## config.mk

```make
export PLATFORM = sky130hd
export DESIGN_NAME = gpo_cal_regs
export DESIGN_NICKNAME = d
export VERILOG_FILES = /design/src/include/gpo_cal_pkg.sv /design/src/include/gpo_cal_if.sv /design/src/rtl/gpo_cal_spi.sv /design/src/rtl/gpo_cal_regs.sv
export VERILOG_INCLUDE_DIRS = /design/src /design/src/include
export SDC_FILE = /design/constraint.sdc
export NUM_CORES = 1
export LEC_CHECK = 0
export BUFFER_PORTS_ARGS = -buffer_cell sky130_fd_sc_hd__buf_4
export CORE_UTILIZATION = 35
export CTS_CLUSTER_SIZE = 12
export DETAILED_ROUTE_END_ITERATION = 6
export HOLD_SLACK_MARGIN = 0.15
export SLEW_MARGIN = 5
export SYNTH_ARGS = -nofsm -noshare
export SYNTH_HDL_FRONTEND = slang
export SYNTH_HIERARCHICAL = 1
export SYNTH_SLANG_ARGS = --single-unit
```

## constraint.sdc

```tcl
create_clock -name CLK -period 3.69 [get_ports CLK]
set_input_delay 0.1845 -clock CLK [delete_from_list [all_inputs] [get_ports CLK]]
set_output_delay 0.1845 -clock CLK [all_outputs]
set_load 0.03 [all_outputs]
```

## src/include/gpo_cal_defs.svh

```systemverilog
`ifndef GPO_CAL_DEFS_SVH
`define GPO_CAL_DEFS_SVH

// ==========================================================
// register select codes on the serial port
`define ADDR_GPO_CTRL     3'h5
`define ADDR_OFFSET_COEF  3'h6
`define ADDR_FULL_COEF    3'h7

// ==========================================================
// output control fields
`define GPO_UPPER_EN_BIT  5
`define GPO_LOWER_EN_BIT  4
`define GPO_RESET         8'h00
`define GPO_WRITE_MASK    8'h3f

// ==========================================================
// coefficient reset values
`define OFFSET_RESET      24'h800000
`define FULL_RESET_DFLT   24'h500000

// ==========================================================
// serial framing
`define CMD_BITS          8
`define CMD_READ_BIT      6
`define CMD_RS_MSB        5
`define CMD_RS_LSB        3

`endif

```

## src/include/gpo_cal_pkg.sv

```systemverilog
package gpo_cal_pkg;
  typedef enum logic [2:0] {
    ST_CMD  = 3'h1,
    ST_WR   = 3'h2,
    ST_RD   = 3'h4
  } spi_state_e;
  typedef logic [23:0] coef_t;
endpackage

```

## src/include/gpo_cal_if.sv

```systemverilog
`timescale 1ns/1ps
interface gpo_cal_if;
  logic       wr_stb;
  logic       rd_stb;
  logic [2:0] addr;
  logic [23:0] wdata;
  logic [23:0] rdata;
  modport master (output wr_stb, output rd_stb, output addr, output wdata, input rdata);
  modport slave  (input wr_stb, input rd_stb, input addr, input wdata, output rdata);
endinterface

```

## src/rtl/gpo_cal_spi.sv

```systemverilog
`timescale 1ns/1ps
`include "gpo_cal_defs.svh"
// serial shift engine; SCLK, CS_N and DIN are already synchronised to clk
module gpo_cal_spi (
  input  wire logic   clk,
  input  wire logic   rst,
  input  wire logic   cs_n,
  input  wire logic   sclk,
  input  wire logic   din,
  output logic        dout,
  output logic        dout_en,
  gpo_cal_if.master   bus
);
  gpo_cal_pkg::spi_state_e state;
  logic       sclk_d;
  logic [4:0] cnt;
  logic [4:0] len;
  logic [23:0] shreg;
  logic       rise;
  logic       fall;

  assign rise = sclk & ~sclk_d;
  assign fall = ~sclk & sclk_d;

  // ==========================================================
  // register width: 8 bits for output control, 24 for the pair
  function automatic logic [4:0] width_of(input logic [2:0] a);
    width_of = (a == `ADDR_GPO_CTRL) ? 5'd8 : 5'd24;
  endfunction

  always_ff @(posedge clk or posedge rst) begin
    if (rst) begin
      sclk_d <= 1'b1;
    end else begin
      sclk_d <= sclk;
    end
  end

  // ==========================================================
  // frame engine, mode 3: sample on rising, shift out on falling
  always_ff @(posedge clk or posedge rst) begin
    if (rst) begin
      state   <= gpo_cal_pkg::ST_CMD;
      cnt     <= 5'h0;
      len     <= 5'h0;
      shreg   <= 24'h0;
      bus.addr <= 3'h0;
      bus.wr_stb <= 1'b0;
      bus.rd_stb <= 1'b0;
      bus.wdata <= 24'h0;
      dout    <= 1'b1;
      dout_en <= 1'b0;
    end else begin
      bus.wr_stb <= 1'b0;
      bus.rd_stb <= 1'b0;
      if (cs_n) begin
        state   <= gpo_cal_pkg::ST_CMD;
        cnt     <= 5'h0;
        dout_en <= 1'b0;
        dout    <= 1'b1;
      end else begin
        dout_en <= 1'b1;
        unique case (state)
          gpo_cal_pkg::ST_CMD: begin
            if (rise) begin
              shreg <= {shreg[22:0], din};
              cnt   <= cnt + 5'h1;
              if (cnt == 5'(`CMD_BITS - 1)) begin
                bus.addr <= shreg[`CMD_RS_MSB-1:`CMD_RS_LSB-1];
                len      <= width_of(shreg[`CMD_RS_MSB-1:`CMD_RS_LSB-1]);
                cnt      <= 5'h0;
                if (shreg[`CMD_READ_BIT-1]) begin
                  bus.rd_stb <= 1'b1;
                  state      <= gpo_cal_pkg::ST_RD;
                end else begin
                  state <= gpo_cal_pkg::ST_WR;
                end
              end
            end
          end
          gpo_cal_pkg::ST_WR: begin
            if (rise) begin
              shreg <= {shreg[22:0], din};
              cnt   <= cnt + 5'h1;
              if (cnt == len - 5'h1) begin
                bus.wdata  <= {shreg[22:0], din};
                bus.wr_stb <= 1'b1;
                cnt        <= 5'h0;
                state      <= gpo_cal_pkg::ST_CMD;
              end
            end
          end
          gpo_cal_pkg::ST_RD: begin
            if (fall) begin
              dout <= bus.rdata[len - 5'h1 - cnt];
              cnt  <= cnt + 5'h1;
            end else if (rise && cnt == len) begin
              cnt   <= 5'h0;
              state <= gpo_cal_pkg::ST_CMD;
            end
          end
        endcase
      end
    end
  end
endmodule

```

## src/rtl/gpo_cal_regs.sv

```systemverilog
`timescale 1ns/1ps
`include "gpo_cal_defs.svh"
// Operation
// upper enable drives output 3 from bit
// upper enable: bit 3 reads pin 3
// upper enable drives output 2 from bit
// upper enable: bit 2 reads pin 2
// lower enable drives output 1 from bit
// lower enable: bit 1 reads pin 1
// lower enable drives output 0 from bit
// lower enable: bit 0 reads pin 0
// offset coefficient 24 bit, resets 0x800000
// zero-scale calibration done overwrites offset
// host idles converter before offset write
// full-scale coefficient loads factory value
// host idles converter before full-scale write
// calibration done or write replaces full-scale
// registers reachable only through serial port
// upper enable bit 5, lower bit 4
// lower enable clear tristates outputs 1,0
// host writes zero to top two bits
// disabled pair reads last written data
module gpo_cal_regs #(
  parameter logic [23:0] FACTORY_FULL_SCALE = `FULL_RESET_DFLT
) (
  input  wire logic        CLK,
  input  wire logic        RST,
  input  wire logic        CS_N,
  input  wire logic        SCLK,
  input  wire logic        DIN,
  output logic             DOUT,
  output logic             DOUT_EN,
  input  wire logic [3:0]  GP_PIN_IN,
  output logic      [3:0]  GP_PIN_OUT,
  output logic      [3:0]  GP_PIN_OE,
  input  wire logic        CONV_IDLE,
  input  wire logic        ZERO_CAL_DONE,
  input  wire logic [23:0] ZERO_CAL_VALUE,
  input  wire logic        FULL_CAL_DONE,
  input  wire logic [23:0] FULL_CAL_VALUE,
  output logic             WRITE_WHILE_BUSY
);
  gpo_cal_if bus ();

  logic [1:0] cs_sync;
  logic [1:0] sclk_sync;
  logic [1:0] din_sync;
  logic [3:0] pin_s1;
  logic [3:0] pin_s2;
  logic [7:0] general_output_control;
  gpo_cal_pkg::coef_t offset_coefficient;
  gpo_cal_pkg::coef_t full_scale_coefficient;
  logic       upper_pair_enable;
  logic       lower_pair_enable;
  logic [3:0] pair_en;
  logic [3:0] read_bits;

  // ==========================================================
  // pin synchronisers; first stage feeds only the second
  always_ff @(posedge CLK or posedge RST) begin
    if (RST) begin
      cs_sync   <= 2'h3;
      sclk_sync <= 2'h3;
      din_sync  <= 2'h0;
      pin_s1    <= 4'h0;
      pin_s2    <= 4'h0;
    end else begin
      cs_sync   <= {cs_sync[0], CS_N};
      sclk_sync <= {sclk_sync[0], SCLK};
      din_sync  <= {din_sync[0], DIN};
      pin_s1    <= GP_PIN_IN;
      pin_s2    <= pin_s1;
    end
  end

  // serial port is the only host path into the registers
  gpo_cal_spi u_spi (
    .clk     (CLK),
    .rst     (RST),
    .cs_n    (cs_sync[1]),
    .sclk    (sclk_sync[1]),
    .din     (din_sync[1]),
    .dout    (DOUT),
    .dout_en (DOUT_EN),
    .bus     (bus.master)
  );

  // ==========================================================
  // output control register
  // top two bits are held at zero whatever the host sends
  always_ff @(posedge CLK or posedge RST) begin
    if (RST) begin
      general_output_control <= `GPO_RESET;
    end else if (bus.wr_stb && bus.addr == `ADDR_GPO_CTRL) begin
      general_output_control <= bus.wdata[7:0] & `GPO_WRITE_MASK;
    end
  end

  assign upper_pair_enable = general_output_control[`GPO_UPPER_EN_BIT];
  assign lower_pair_enable = general_output_control[`GPO_LOWER_EN_BIT];
  assign pair_en = {upper_pair_enable, upper_pair_enable, lower_pair_enable, lower_pair_enable};

  // data outputs come from flops: registered level bits gated by the pair enables
  always_ff @(posedge CLK or posedge RST) begin
    if (RST) begin
      GP_PIN_OUT <= 4'h0;
      GP_PIN_OE  <= 4'h0;
    end else begin
      GP_PIN_OUT <= general_output_control[3:0] & pair_en;
      GP_PIN_OE  <= pair_en;
    end
  end

  // enabled pair reports the pin, disabled pair the stored bit
  assign read_bits = (pair_en & pin_s2) | (~pair_en & general_output_control[3:0]);

  // ==========================================================
  // calibration coefficients
  // a calibration result in the same cycle as a host write wins
  always_ff @(posedge CLK or posedge RST) begin
    if (RST) begin
      offset_coefficient <= `OFFSET_RESET;
    end else if (ZERO_CAL_DONE) begin
      offset_coefficient <= ZERO_CAL_VALUE;
    end else if (bus.wr_stb && bus.addr == `ADDR_OFFSET_COEF) begin
      offset_coefficient <= bus.wdata;
    end
  end

  // factory value is a constant per die, loaded at reset
  always_ff @(posedge CLK or posedge RST) begin
    if (RST) begin
      full_scale_coefficient <= FACTORY_FULL_SCALE;
    end else if (FULL_CAL_DONE) begin
      full_scale_coefficient <= FULL_CAL_VALUE;
    end else if (bus.wr_stb && bus.addr == `ADDR_FULL_COEF) begin
      full_scale_coefficient <= bus.wdata;
    end
  end

  // flags a coefficient write made while converting; the write still lands unless that coefficient's calibration result arrives in the same cycle
  always_ff @(posedge CLK or posedge RST) begin
    if (RST) begin
      WRITE_WHILE_BUSY <= 1'b0;
    end else begin
      WRITE_WHILE_BUSY <= bus.wr_stb && !CONV_IDLE &&
                          (bus.addr == `ADDR_OFFSET_COEF || bus.addr == `ADDR_FULL_COEF);
    end
  end

  // ==========================================================
  // read mux; unmapped selects read zero
  always_comb begin
    unique case (bus.addr)
      `ADDR_GPO_CTRL:    bus.rdata = {16'h0, general_output_control[7:4], read_bits};
      `ADDR_OFFSET_COEF: bus.rdata = offset_coefficient;
      `ADDR_FULL_COEF:   bus.rdata = full_scale_coefficient;
      default:           bus.rdata = 24'h0;
    endcase
  end
endmodule

```

==> flow_summary_export.csv, run 1 <==
group,metric,value,unit
outcome,status,"finished with violations",
outcome,violations,"DRC",
clock_tree,holdBufCountCts,57,
worst_hold_path,min_path_cells,3,
timing,period_needed,2.721,ns
timing,finClkSkew,0.005417,ns
floorplan,fp.dieH,138.7,um
clock_tree,cts_resized,0,
job,max_cap_violations,0,
global_routing,grt_max_degree,49,
timing,setup-tns-final,0,ns
worst_setup_path,end_kind,"flop",
clock_tree,cts_sinks,139,
worst_setup_path,cp_num_buf_inv,1,
finish,fill_cells,1671,
worst_setup_path,worst-path-stages,7,
floorplan,rows,49,
worst_setup_path,crit_fanout,19,
synthesis,syn_inst,523,
global_routing,antenna_found_initial,0,
timing,worstMarginPinSlew,0.9760,ns
timing,min_period_over_period,73.74,%
placed_design,io_buffers,70,
finish,fin_area,8259,sq um
routing,detail-route-antenna-nets,0,
pwr,power,3.828,mW
routing,drtIter0Drc,292,
worst_setup_path,cp_top_family,"simple AND/OR/NAND/NOR gates",
timing,rsz0062_at_grt,"no",
global_routing,first_global_vias,4805,
clock_tree,clkLatencyLatePin,0.42,ns
synthesis,yosys_warnings,6,
clock_tree,cts_htree_levels,4,
worst_setup_path,reg2regPathDepth,7,
worst_setup_path,crit_slowest_cell,"dfrtp_1",
worst_setup_path,path_cells,"ha_1 -> nand3_1 -> nor2_2 -> nand2_2 -> nor2_4 -> buf_4 -> mux2_4",
clock_tree,clkTransAtPathRegs,0.06,ns
pwr,p_per_area,463.5,nW/um^2
clock_tree,cts_buffers,17,
worst_setup_path,critical_path_required,3.99,ns
placed_design,dpl_cell_area,7132,sq um
placed_design,post-dp-hpwl,9965,um
floorplan,die_area,19230,sq um
routing,drc,3,
worst_setup_path,start_kind,"flop",
clock_tree,cts_setup_buffers,0,
worst_setup_path,crit_type,"reg -> reg",
clock_tree,cts_buffer_depth,2,
floorplan,ioPinCount,71,
routing,wl_per_cell,17.26,um
finish,n_antenna_cell,0,
synthesis,syn_area,6539,sq um
floorplan,initial_core_util,36.03,%
worst_setup_path,crit_arrival,3.02,ns
routing,wl,15210,um
timing,timing.hold.ws,0.2534,ns
worst_setup_path,max_stage_delay,0.70,ns
finish,num-nets-final,703,
synthesis,syn-num-nets,586,
placed_design,place.gp.congestion,0.8312,
floorplan,fp.coreArea,18150,sq um
timing,fmaxAchievable,367.5,MHz
routing,vias,4533,
global_routing,grt_use_total,16.86,%
routing,firstDrtPassIters,7,
clock_tree,cts_tree,"done",
timing,report.final.slew_viol_count,0,
synthesis,syn_avg_cell_area,12.50,sq um
timing,setup_violations,0,
pwr,p_leak,4.067,nW
clock_tree,cts_root_buf,"clkbuf_16",
floorplan,die_w,138.7,um
timing,maxSlewHeadroom,34.93,%
finish,syn_to_final_growth,26.31,%
worst_hold_path,min_path_type,"in -> reg",
routing,via_per_inst,5.145,
finish,drive_gt1_share,30.06,%
pwr,peakVddDrop,0.0002896,V
global_routing,gr-total-overflow,0,
timing,hold_viol,0,
global_routing,grt_pass1_wl,25180,um
[path summary, 6_finish.rpt]
| kind | start | endpoint | slack (ns) |
|---|---|---|---|
| worst max-delay path | u_spi/cnt[0] | u_spi/bus.wdata[21] | 0.97 |
| worst min register to register | pin_s1[1] | pin_s2[1] | 0.35 |
| worst min-delay path | FULL_CAL_DONE | full_scale_coefficient[2] | 0.25 |
| min in group asynchronous | RST | offset_coefficient[9] | 0.54 |
| max in group asynchronous | RST | offset_coefficient[3] | 2.14 |
| worst max register to register | u_spi/cnt[0] | u_spi/bus.wdata[21] | 0.97 |
[layout make-up]
type                    count  area (sq um)  share of cell area [%]
inverters                   9         33.78                  0.4090
multi-input cells         340          2750                   33.30
clock inverters             7         65.06                  0.7878
repair buffers            133          1141                   13.82
flip-flops and latches    139          3491                   42.27
well taps                 229         286.5                   3.469
clock buffers              24         491.7                   5.954
[flip-flops by register name, indices dropped and copies added (netlist names), 2 cells and up]
signal	count
GP_PIN_OE	2
GP_PIN_OUT	4
cs_sync	2
din_sync	2
full_scale_coefficient	24
general_output_control	6
offset_coefficient	24
pin_s1	4
pin_s2	4
sclk_sync	2
u_spi/bus.addr	3
u_spi/bus.wdata	24
u_spi/cnt	5
u_spi/len	2
u_spi/shreg	23
u_spi/state	3
[power by group]
| group | switching, mW | internal [mW] |
|---|---|---|
| Combinational | 0.194 | 0.230 |
| Clock | 0.619 | 0.989 |
| Sequential | 0.145 | 1.65 |
[metrics by stage]
step | instances | setup WS, ns | util (%)
2_1_floorplan | 523 | 1.445 | -
3_3_place_gp | 793 | 1.068 | 39.30
3_5_place_dp | 793 | 0.9423 | 39.30
4_1_cts | 881 | 0.9273 | 45.51
5_1_grt | 881 | 0.8099 | 45.51
6_report | 881 | 0.9691 | 45.51
[worst register-to-register path, stage by stage (launching register included)]
cell	delay (ns)
dfrtp_1	0.70
ha_1	0.35
nand3_1	0.14
nor2_2	0.14
nand2_2	0.08
nor2_4	0.62
buf_4	0.28
mux2_4	0.30
[layer usage]
layer	global-route usage, %	vias to the layer above	routed length, um
li1	-	2102	-
met1	22.21	2293	7066
met2	27.20	113	7325
met3	2.970	25	502
met4	7.719	0	314
met5	0	-	0
[cell usage in the layout, fill, tap and decap left out, drive strengths merged, types with 3 or more instances in the layout]
| master | instances |
|---|---|
| nor2 | 8 |
| a211oi | 5 |
| dfstp | 10 |
| nor3b | 4 |
| o31ai | 5 |
| inv | 9 |
| mux2i | 50 |
| dlygate4sd3 | 57 |
| mux2 | 58 |
| o21ai | 52 |
| dfrtp | 129 |
| mux4 | 6 |
| nand2 | 60 |
| clkinv | 4 |
| xnor2 | 3 |
| clkbuf | 24 |
| nand3 | 10 |
| a21oi | 6 |
| a22o | 18 |
| nor3 | 7 |
| a22oi | 3 |
| ha | 3 |
| nor2b | 12 |
| and2 | 5 |
| buf | 76 |
Note: power is estimated with default switching activity, not from simulation.
==> inputs of run 2 (changes only) <==
==> constraint.sdc (replaced) <==
create_clock -name CLK -period 2.65 [get_ports CLK]
set_input_delay 0.1325 -clock CLK [delete_from_list [all_inputs] [get_ports CLK]]
set_output_delay 0.1325 -clock CLK [all_outputs]
set_load 0.03 [all_outputs]
==> run 2 against run 1 <==
Against the previous run: clock skew rose by 0.00080 ns; sequential cell count did not move; count of clock-buffer cells in the layout fell by 1; sequential share of layout area fell by 0.16 points; die area did not move; the flow still finishes with violations (DRC); first-iteration DRC count rose by 15%; core utilization rose by 0.17 points; highest routed layer unchanged.
==> flow_summary_export.csv, run 2 (synthesized netlist as in run 1, its figures left out) <==
group,metric,value,unit
job,max_cap_violations,0,
timing,fmaxAchievable,412.7,MHz
routing,firstDrtPassIters,6,
worst_setup_path,r2r-start,"u_spi/bus.addr[0]",
routing,wl,15250,um
pwr,p_clk_share,40.3,%
pwr,p_per_area,628.9,nW/um^2
outcome,status,"finished with violations",
timing,period_needed,2.423,ns
clock_tree,cts_buffers,17,
global_routing,gr-total-overflow,0,
worst_hold_path,min_path_type,"in -> reg",
finish,num-nets-final,705,
routing,drtIter0Drc,337,
pwr,p_int,3.883,mW
pwr,p_comb_share,12.2,%
clock_tree,cts_sinks,139,
timing,maxSlewHeadroom,31.94,%
worst_setup_path,crit_fanout,18,
worst_setup_path,start_kind,"flop",
routing,via_per_inst,5.062,
finish,stdcell_count,883,
floorplan,die_area,19230,sq um
timing,setup-tns-final,0,ns
timing,min_period_over_period,91.43,%
finish,fill_cells,1641,
placed_design,place.gp.congestion,0.8319,
global_routing,grt_pass1_wl,25140,um
clock_tree,cts_tree,"done",
global_routing,grt_use_total,16.87,%
timing,report.final.slew_viol_count,0,
timing,rsz0062_at_grt,"no",
pwr,p_leak,4.082,nW
global_routing,first_global_vias,4775,
timing,worstMarginPinSlew,1.019,ns
worst_setup_path,worst-r2r-setup-slack,0.23,ns
global_routing,antenna_found_initial,0,
finish,syn_to_final_growth,26.79,%
floorplan,rows,49,
placed_design,io_buffers,70,
clock_tree,clkLatencyLatePin,0.41,ns
worst_setup_path,crit_arrival,2.76,ns
timing,hold_viol,0,
global_routing,grt_max_degree,49,
timing,finClkSkew,0.006217,ns
finish,n_antenna_cell,0,
pwr,power.share.sequential,47.5,%
floorplan,ioPinCount,71,
finish,mostFrequentLayoutCells,"dfrtp_1, buf_4, nand2_1",
finish,drive_gt1_share,30.28,%
timing,setup_violations,0,
worst_setup_path,reg2regPathDepth,6,
floorplan,fp.coreArea,18150,sq um
worst_hold_path,holdPathEnd,"offset_coefficient[15]",
placed_design,placed_cells,795,
finish,multi_input_area,2750,sq um
routing,vias,4470,
worst_setup_path,reg2reg_to,"u_spi/dout",
routing,detail-route-antenna-nets,0,
placed_design,post-dp-hpwl,10030,um
worst_hold_path,hp-start,"ZERO_CAL_DONE",
routing,drc,3,
floorplan,initial_core_util,36.03,%
finish,regArea,3491,sq um
worst_setup_path,critical_path_required,2.99,ns
pwr,power,5.214,mW
clock_tree,holdBufCountCts,57,
worst_hold_path,min_path_cells,3,
finish,reg.largest.list,"full_scale_coefficient: 24 flops, offset_coefficient: 24 flops, u_spi/bus.wdata: 24 flops",
outcome,violations,"DRC",
worst_setup_path,crit_type,"reg -> reg",
floorplan,fp.dieH,138.7,um
floorplan,die_w,138.7,um
clock_tree,clkTransAtPathRegs,0.06,ns
clock_tree,cts_resized,0,
finish,final_common_cell,"dfrtp_1",
pwr,p_sw,1.331,mW
clock_tree,cts_root_buf,"clkbuf_16",
pwr,swShare,25.52,%
clock_tree,cts_setup_buffers,0,
pwr,peakVddDrop,0.0004161,V
routing,wl_per_cell,17.27,um
worst_setup_path,end_kind,"flop",
clock_tree,cts_htree_levels,4,
clock_tree,cts_buffer_depth,2,
## run 2: cell types whose count changed in the layout (fill, tap and decap cells not counted), sizes merged
cell    delta
clkinv     +2
clkbuf     -1
bufinv     -1
buf        +2
## run 2: power by group through the flow
stage | Clock [mW] | Combinational [mW] | Sequential [mW]
finish | 2.10 | 0.637 | 2.48
global route | 2.25 | 0.709 | 2.50
CTS | 2.15 | 0.646 | 2.47
detailed placement | 0 | 0.576 | 2.51
global placement | 0 | 0.555 | 2.51
floorplan | 0 | 0.426 | 2.42
## run 2: final cells by class
class	instances	area share (%)
inverters	9	0.4075
well taps	229	3.456
repair buffers	135	14.55
clock buffers	23	5.765
clock inverters	8	0.5433
multi-input cells	340	33.17
flip-flops and latches	139	42.11
## run 2: metrics by stage
stage | utilization, % | setup WS (ns) | instance area, sq um | hold slack [ns]
global placement | 39.66 | 0.4305 | 7197 | 0.2433
detailed placement | 39.66 | 0.2722 | 7197 | 0.2436
floorplan | - | 0.4048 | 6539 | 0.1370
global route | 45.68 | 0.09431 | 8290 | 0.2192
finish | 45.68 | 0.2272 | 8290 | 0.1969
CTS | 45.68 | 0.2779 | 8290 | 0.1893
## run 2: metal layers
| metal | part of all wire, % | GRT usage [%] | vias to the layer above |
|---|---|---|---|
| li1 | - | - | 2122 |
| met1 | 46 | 22.23 | 2217 |
| met2 | 48 | 26.77 | 105 |
| met3 | 4.0 | 3.902 | 26 |
| met4 | 2.4 | 7.135 | 0 |
| met5 | 0 | 0 | - |
## run 2: critical path, stage by stage (launching register included)
cell and delay [ns]:
dfrtp_1 0.58, and3_1 0.69, a22o_1 0.23, mux4_2 0.23
mux2i_1 0.07, or3_1 0.35, a31oi_1 0.18
## run 2: worst max path at each step
stage,from,end,slack [ns],depth (start not counted)
2_1_floorplan,u_spi/bus.addr[1],u_spi/dout,0.40,10
3_3_place_gp,u_spi/bus.addr[0],u_spi/dout,0.43,6
3_5_place_dp,u_spi/bus.addr[0],u_spi/dout,0.27,6
4_1_cts,u_spi/bus.addr[0],u_spi/dout,0.28,6
5_1_grt,u_spi/bus.addr[0],u_spi/dout,0.09,6
6_report,u_spi/bus.addr[0],u_spi/dout,0.23,6
==> inputs of run 3 (changes only) <==
--- a/config.mk
+++ b/config.mk
@@ -6,6 +6,7 @@
 export SDC_FILE = /design/constraint.sdc
 export NUM_CORES = 1
 export LEC_CHECK = 0
+export ABC_AREA = 1
 export BUFFER_PORTS_ARGS = -buffer_cell sky130_fd_sc_hd__buf_4
 export CORE_UTILIZATION = 35
 export CTS_CLUSTER_SIZE = 12
@@ -14,5 +15,4 @@
 export SLEW_MARGIN = 5
 export SYNTH_ARGS = -nofsm -noshare
 export SYNTH_HDL_FRONTEND = slang
-export SYNTH_HIERARCHICAL = 1
 export SYNTH_SLANG_ARGS = --single-unit
==> run 3 against run 2 <==
Against the previous run: the flow now finishes without violations; clock skew is 0.00095 ns higher; synthesized cell count increased by 45%; final cell count increased by 29%; core utilization rose by 2.4 points; first-iteration DRC count grew 12%; critical endpoint is now u_spi.cnt[3]; highest routed layer unchanged.
==> flow_summary_export.csv, run 3 <==
group,metric,value,unit
synthesis,synthTopCellsByCount,"nand2_1, dfrtp_1, inv_1",
finish,drive_gt1_share,14.90,%
timing,setup_violations,0,
outcome,status,"complete, no violations",
finish,stdcell_count,1138,
worst_hold_path,min_path_type,"in -> reg",
timing,report.final.slew_viol_count,0,
placed_design,io_buffers,70,
floorplan,ioPinCount,71,
worst_setup_path,critical_path_required,2.96,ns
routing,drtIter0Drc,377,
routing,detail-route-antenna-nets,0,
finish,num-nets-final,963,
finish,n_antenna_cell,0,
synthesis,synthFlopType,"dfrtp_1",
global_routing,grt_use_total,19.78,%
synthesis,synthTopCellsByArea,"dfrtp_1, nand2_1, o21ai_0, inv_1, dfstp_2",
placed_design,placed_cells,1029,
routing,wl,17020,um
synthesis,synth_edf_count,0,
floorplan,rows,48,
synthesis,ys_types,33,
timing,period_needed,2.173,ns
routing,firstDrtPassIters,4,
timing,timing.hold.ws,0.1649,ns
timing,setup-tns-final,0,ns
clock_tree,cts_resized,0,
pwr,p_leak,3.824,nW
global_routing,first_global_vias,5515,
floorplan,fp.coreArea,17420,sq um
floorplan,die_w,136,um
synthesis,synth.yosys.seq_area_share,55.54,%
clock_tree,clkTransAtPathRegs,0.06,ns
synthesis,syn_avg_cell_area,8.302,sq um
routing,via_per_inst,4.806,
synthesis,yosys.area.top_type_share,51.36,%
worst_setup_path,crit_fanout,13,
pwr,p_per_area,681.4,nW/um^2
finish,mostFrequentLayoutCells,"nand2_1, dfrtp_1, inv_1",
finish,final_util,48.10,%
finish,reg.largest.list,"full_scale_coefficient: 24 flops, offset_coefficient: 24 flops, u_spi.bus.wdata: 24 flops",
routing,vias,5469,
synthesis,synth-seq-cells,139,
clock_tree,cts_buffer_depth,2,
worst_setup_path,end_kind,"flop",
timing,rsz0062_at_grt,"no",
synthesis,yosysMostFrequentCell,"nand2_1",
timing,min_period_over_period,81.98,%
finish,syn_to_final_growth,33.31,%
timing,fmaxAchievable,460.3,MHz
pwr,peakVddDrop,0.0004970,V
synthesis,syn_area,6285,sq um
timing,setup_slack,0.4774,ns
placed_design,place.gp.congestion,0.8535,
clock_tree,cts_root_buf,"clkbuf_16",
global_routing,grt_pass1_wl,27600,um
synthesis,synthArstFlopShare,100.0,%
timing,hold_viol,0,
timing,maxSlewHeadroom,44.99,%
clock_tree,cts_sinks,139,
synthesis,yosysTopAreaCell,"dfrtp_1",
clock_tree,cts_setup_buffers,0,
pwr,power,5.708,mW
global_routing,grt_max_degree,140,
clock_tree,cts_buffers,17,
synthesis,yosys_warnings,0,
job,max_cap_violations,0,
routing,wl_per_cell,14.96,um
clock_tree,cts_tree,"done",
synthesis,syn-num-nets,820,
routing,drc,0,
timing,finClkSkew,0.007170,ns
placed_design,post-place-ws,0.5075,ns
floorplan,fp.dieH,136,um
placed_design,dpl_cell_area,7010,sq um
synthesis,syn_inst,757,
floorplan,initial_core_util,36.08,%
global_routing,gr-total-overflow,0,
global_routing,antenna_found_initial,0,
placed_design,post-dp-hpwl,11110,um
finish,fin_area,8378,sq um
worst_setup_path,crit_arrival,2.49,ns
worst_setup_path,crit_type,"reg -> reg",
finish,final_common_cell,"nand2_1",
floorplan,die_area,18500,sq um
clock_tree,cts_htree_levels,4,
clock_tree,clkLatencyLatePin,0.43,ns
worst_setup_path,start_kind,"flop",
timing,worstMarginPinSlew,0.8252,ns
## run 3: cell type report
class	instances	area [sq um]
Fill cell	1674	9039
Sequential cell	139	3491
Multi-Input combinational cell	494	2278
Timing Repair Buffer	154	1374
Tap cell	225	281.5
Clock inverter	10	112.6
Inverter	94	356.6
Clock buffer	22	484.2
## run 3: logic make-up (layout without fill, tap and decap cells)
| family | count (synthesis) | after routing | synth area share, % |
|---|---|---|---|
| adder cells (fa/ha/maj) | 3 | 3 | 0.5973 |
| flip-flops | 139 | 139 | 55.54 |
| XOR/XNOR | 2 | 2 | 0.2788 |
| AO/OA/AOI/OAI | 152 | 152 | 13.24 |
| AND/OR/NAND/NOR | 337 | 337 | 22.14 |
| buffers and inverters | 124 | 280 | 8.202 |
## run 3: worst paths after layout
path | to | cells past startpoint | slack (ns) | startpoint
max reg2reg | u_spi.cnt[3] | 11 | 0.48 | u_spi.cnt[0]
min reg2reg | pin_s2[2] | 0 | 0.35 | pin_s1[2]
min in group asynchronous | u_spi.shreg[13] | 4 | 0.41 | RST
max in group asynchronous | u_spi.bus.wdata[13] | 4 | 1.56 | RST
max | u_spi.cnt[3] | 11 | 0.48 | u_spi.cnt[0]
min | offset_coefficient[18] | 3 | 0.16 | ZERO_CAL_DONE
## run 3: where the power goes
| group | switching, mW | internal (mW) |
|---|---|---|
| combinational | 0.535 | 0.367 |
| sequential | 0.118 | 2.29 |
| clock | 0.917 | 1.48 |
| total | 1.57 | 4.14 |
## run 3: repair_timing
item                                    in CTS  in global routing
hold buffers                                77                  0
endpoints found under the hold margin      185                  0
endpoints found under the setup margin       0                  0
## run 3: worst max-delay path, stage by stage (launching register included)
cell and delay, ns:
dfrtp_1 0.54, inv_2 0.27, ha_1 0.17, nor3b_1 0.20, nand3_1 0.11, and3_1 0.18, nand2_1 0.06, nand2_1 0.13
inv_1 0.20, nand3_1 0.09, nand2_1 0.08, nor2_1 0.03
## run 3: per-layer routing
| layer | vias up | global-route usage, % | part of all wire [%] |
|---|---|---|---|
| li1 | 2736 | - | - |
| met1 | 2557 | 25.64 | 47 |
| met2 | 145 | 30.94 | 45 |
| met3 | 31 | 5.742 | 5.4 |
| met4 | 0 | 7.840 | 2.3 |
| met5 | - | 0 | 0 |
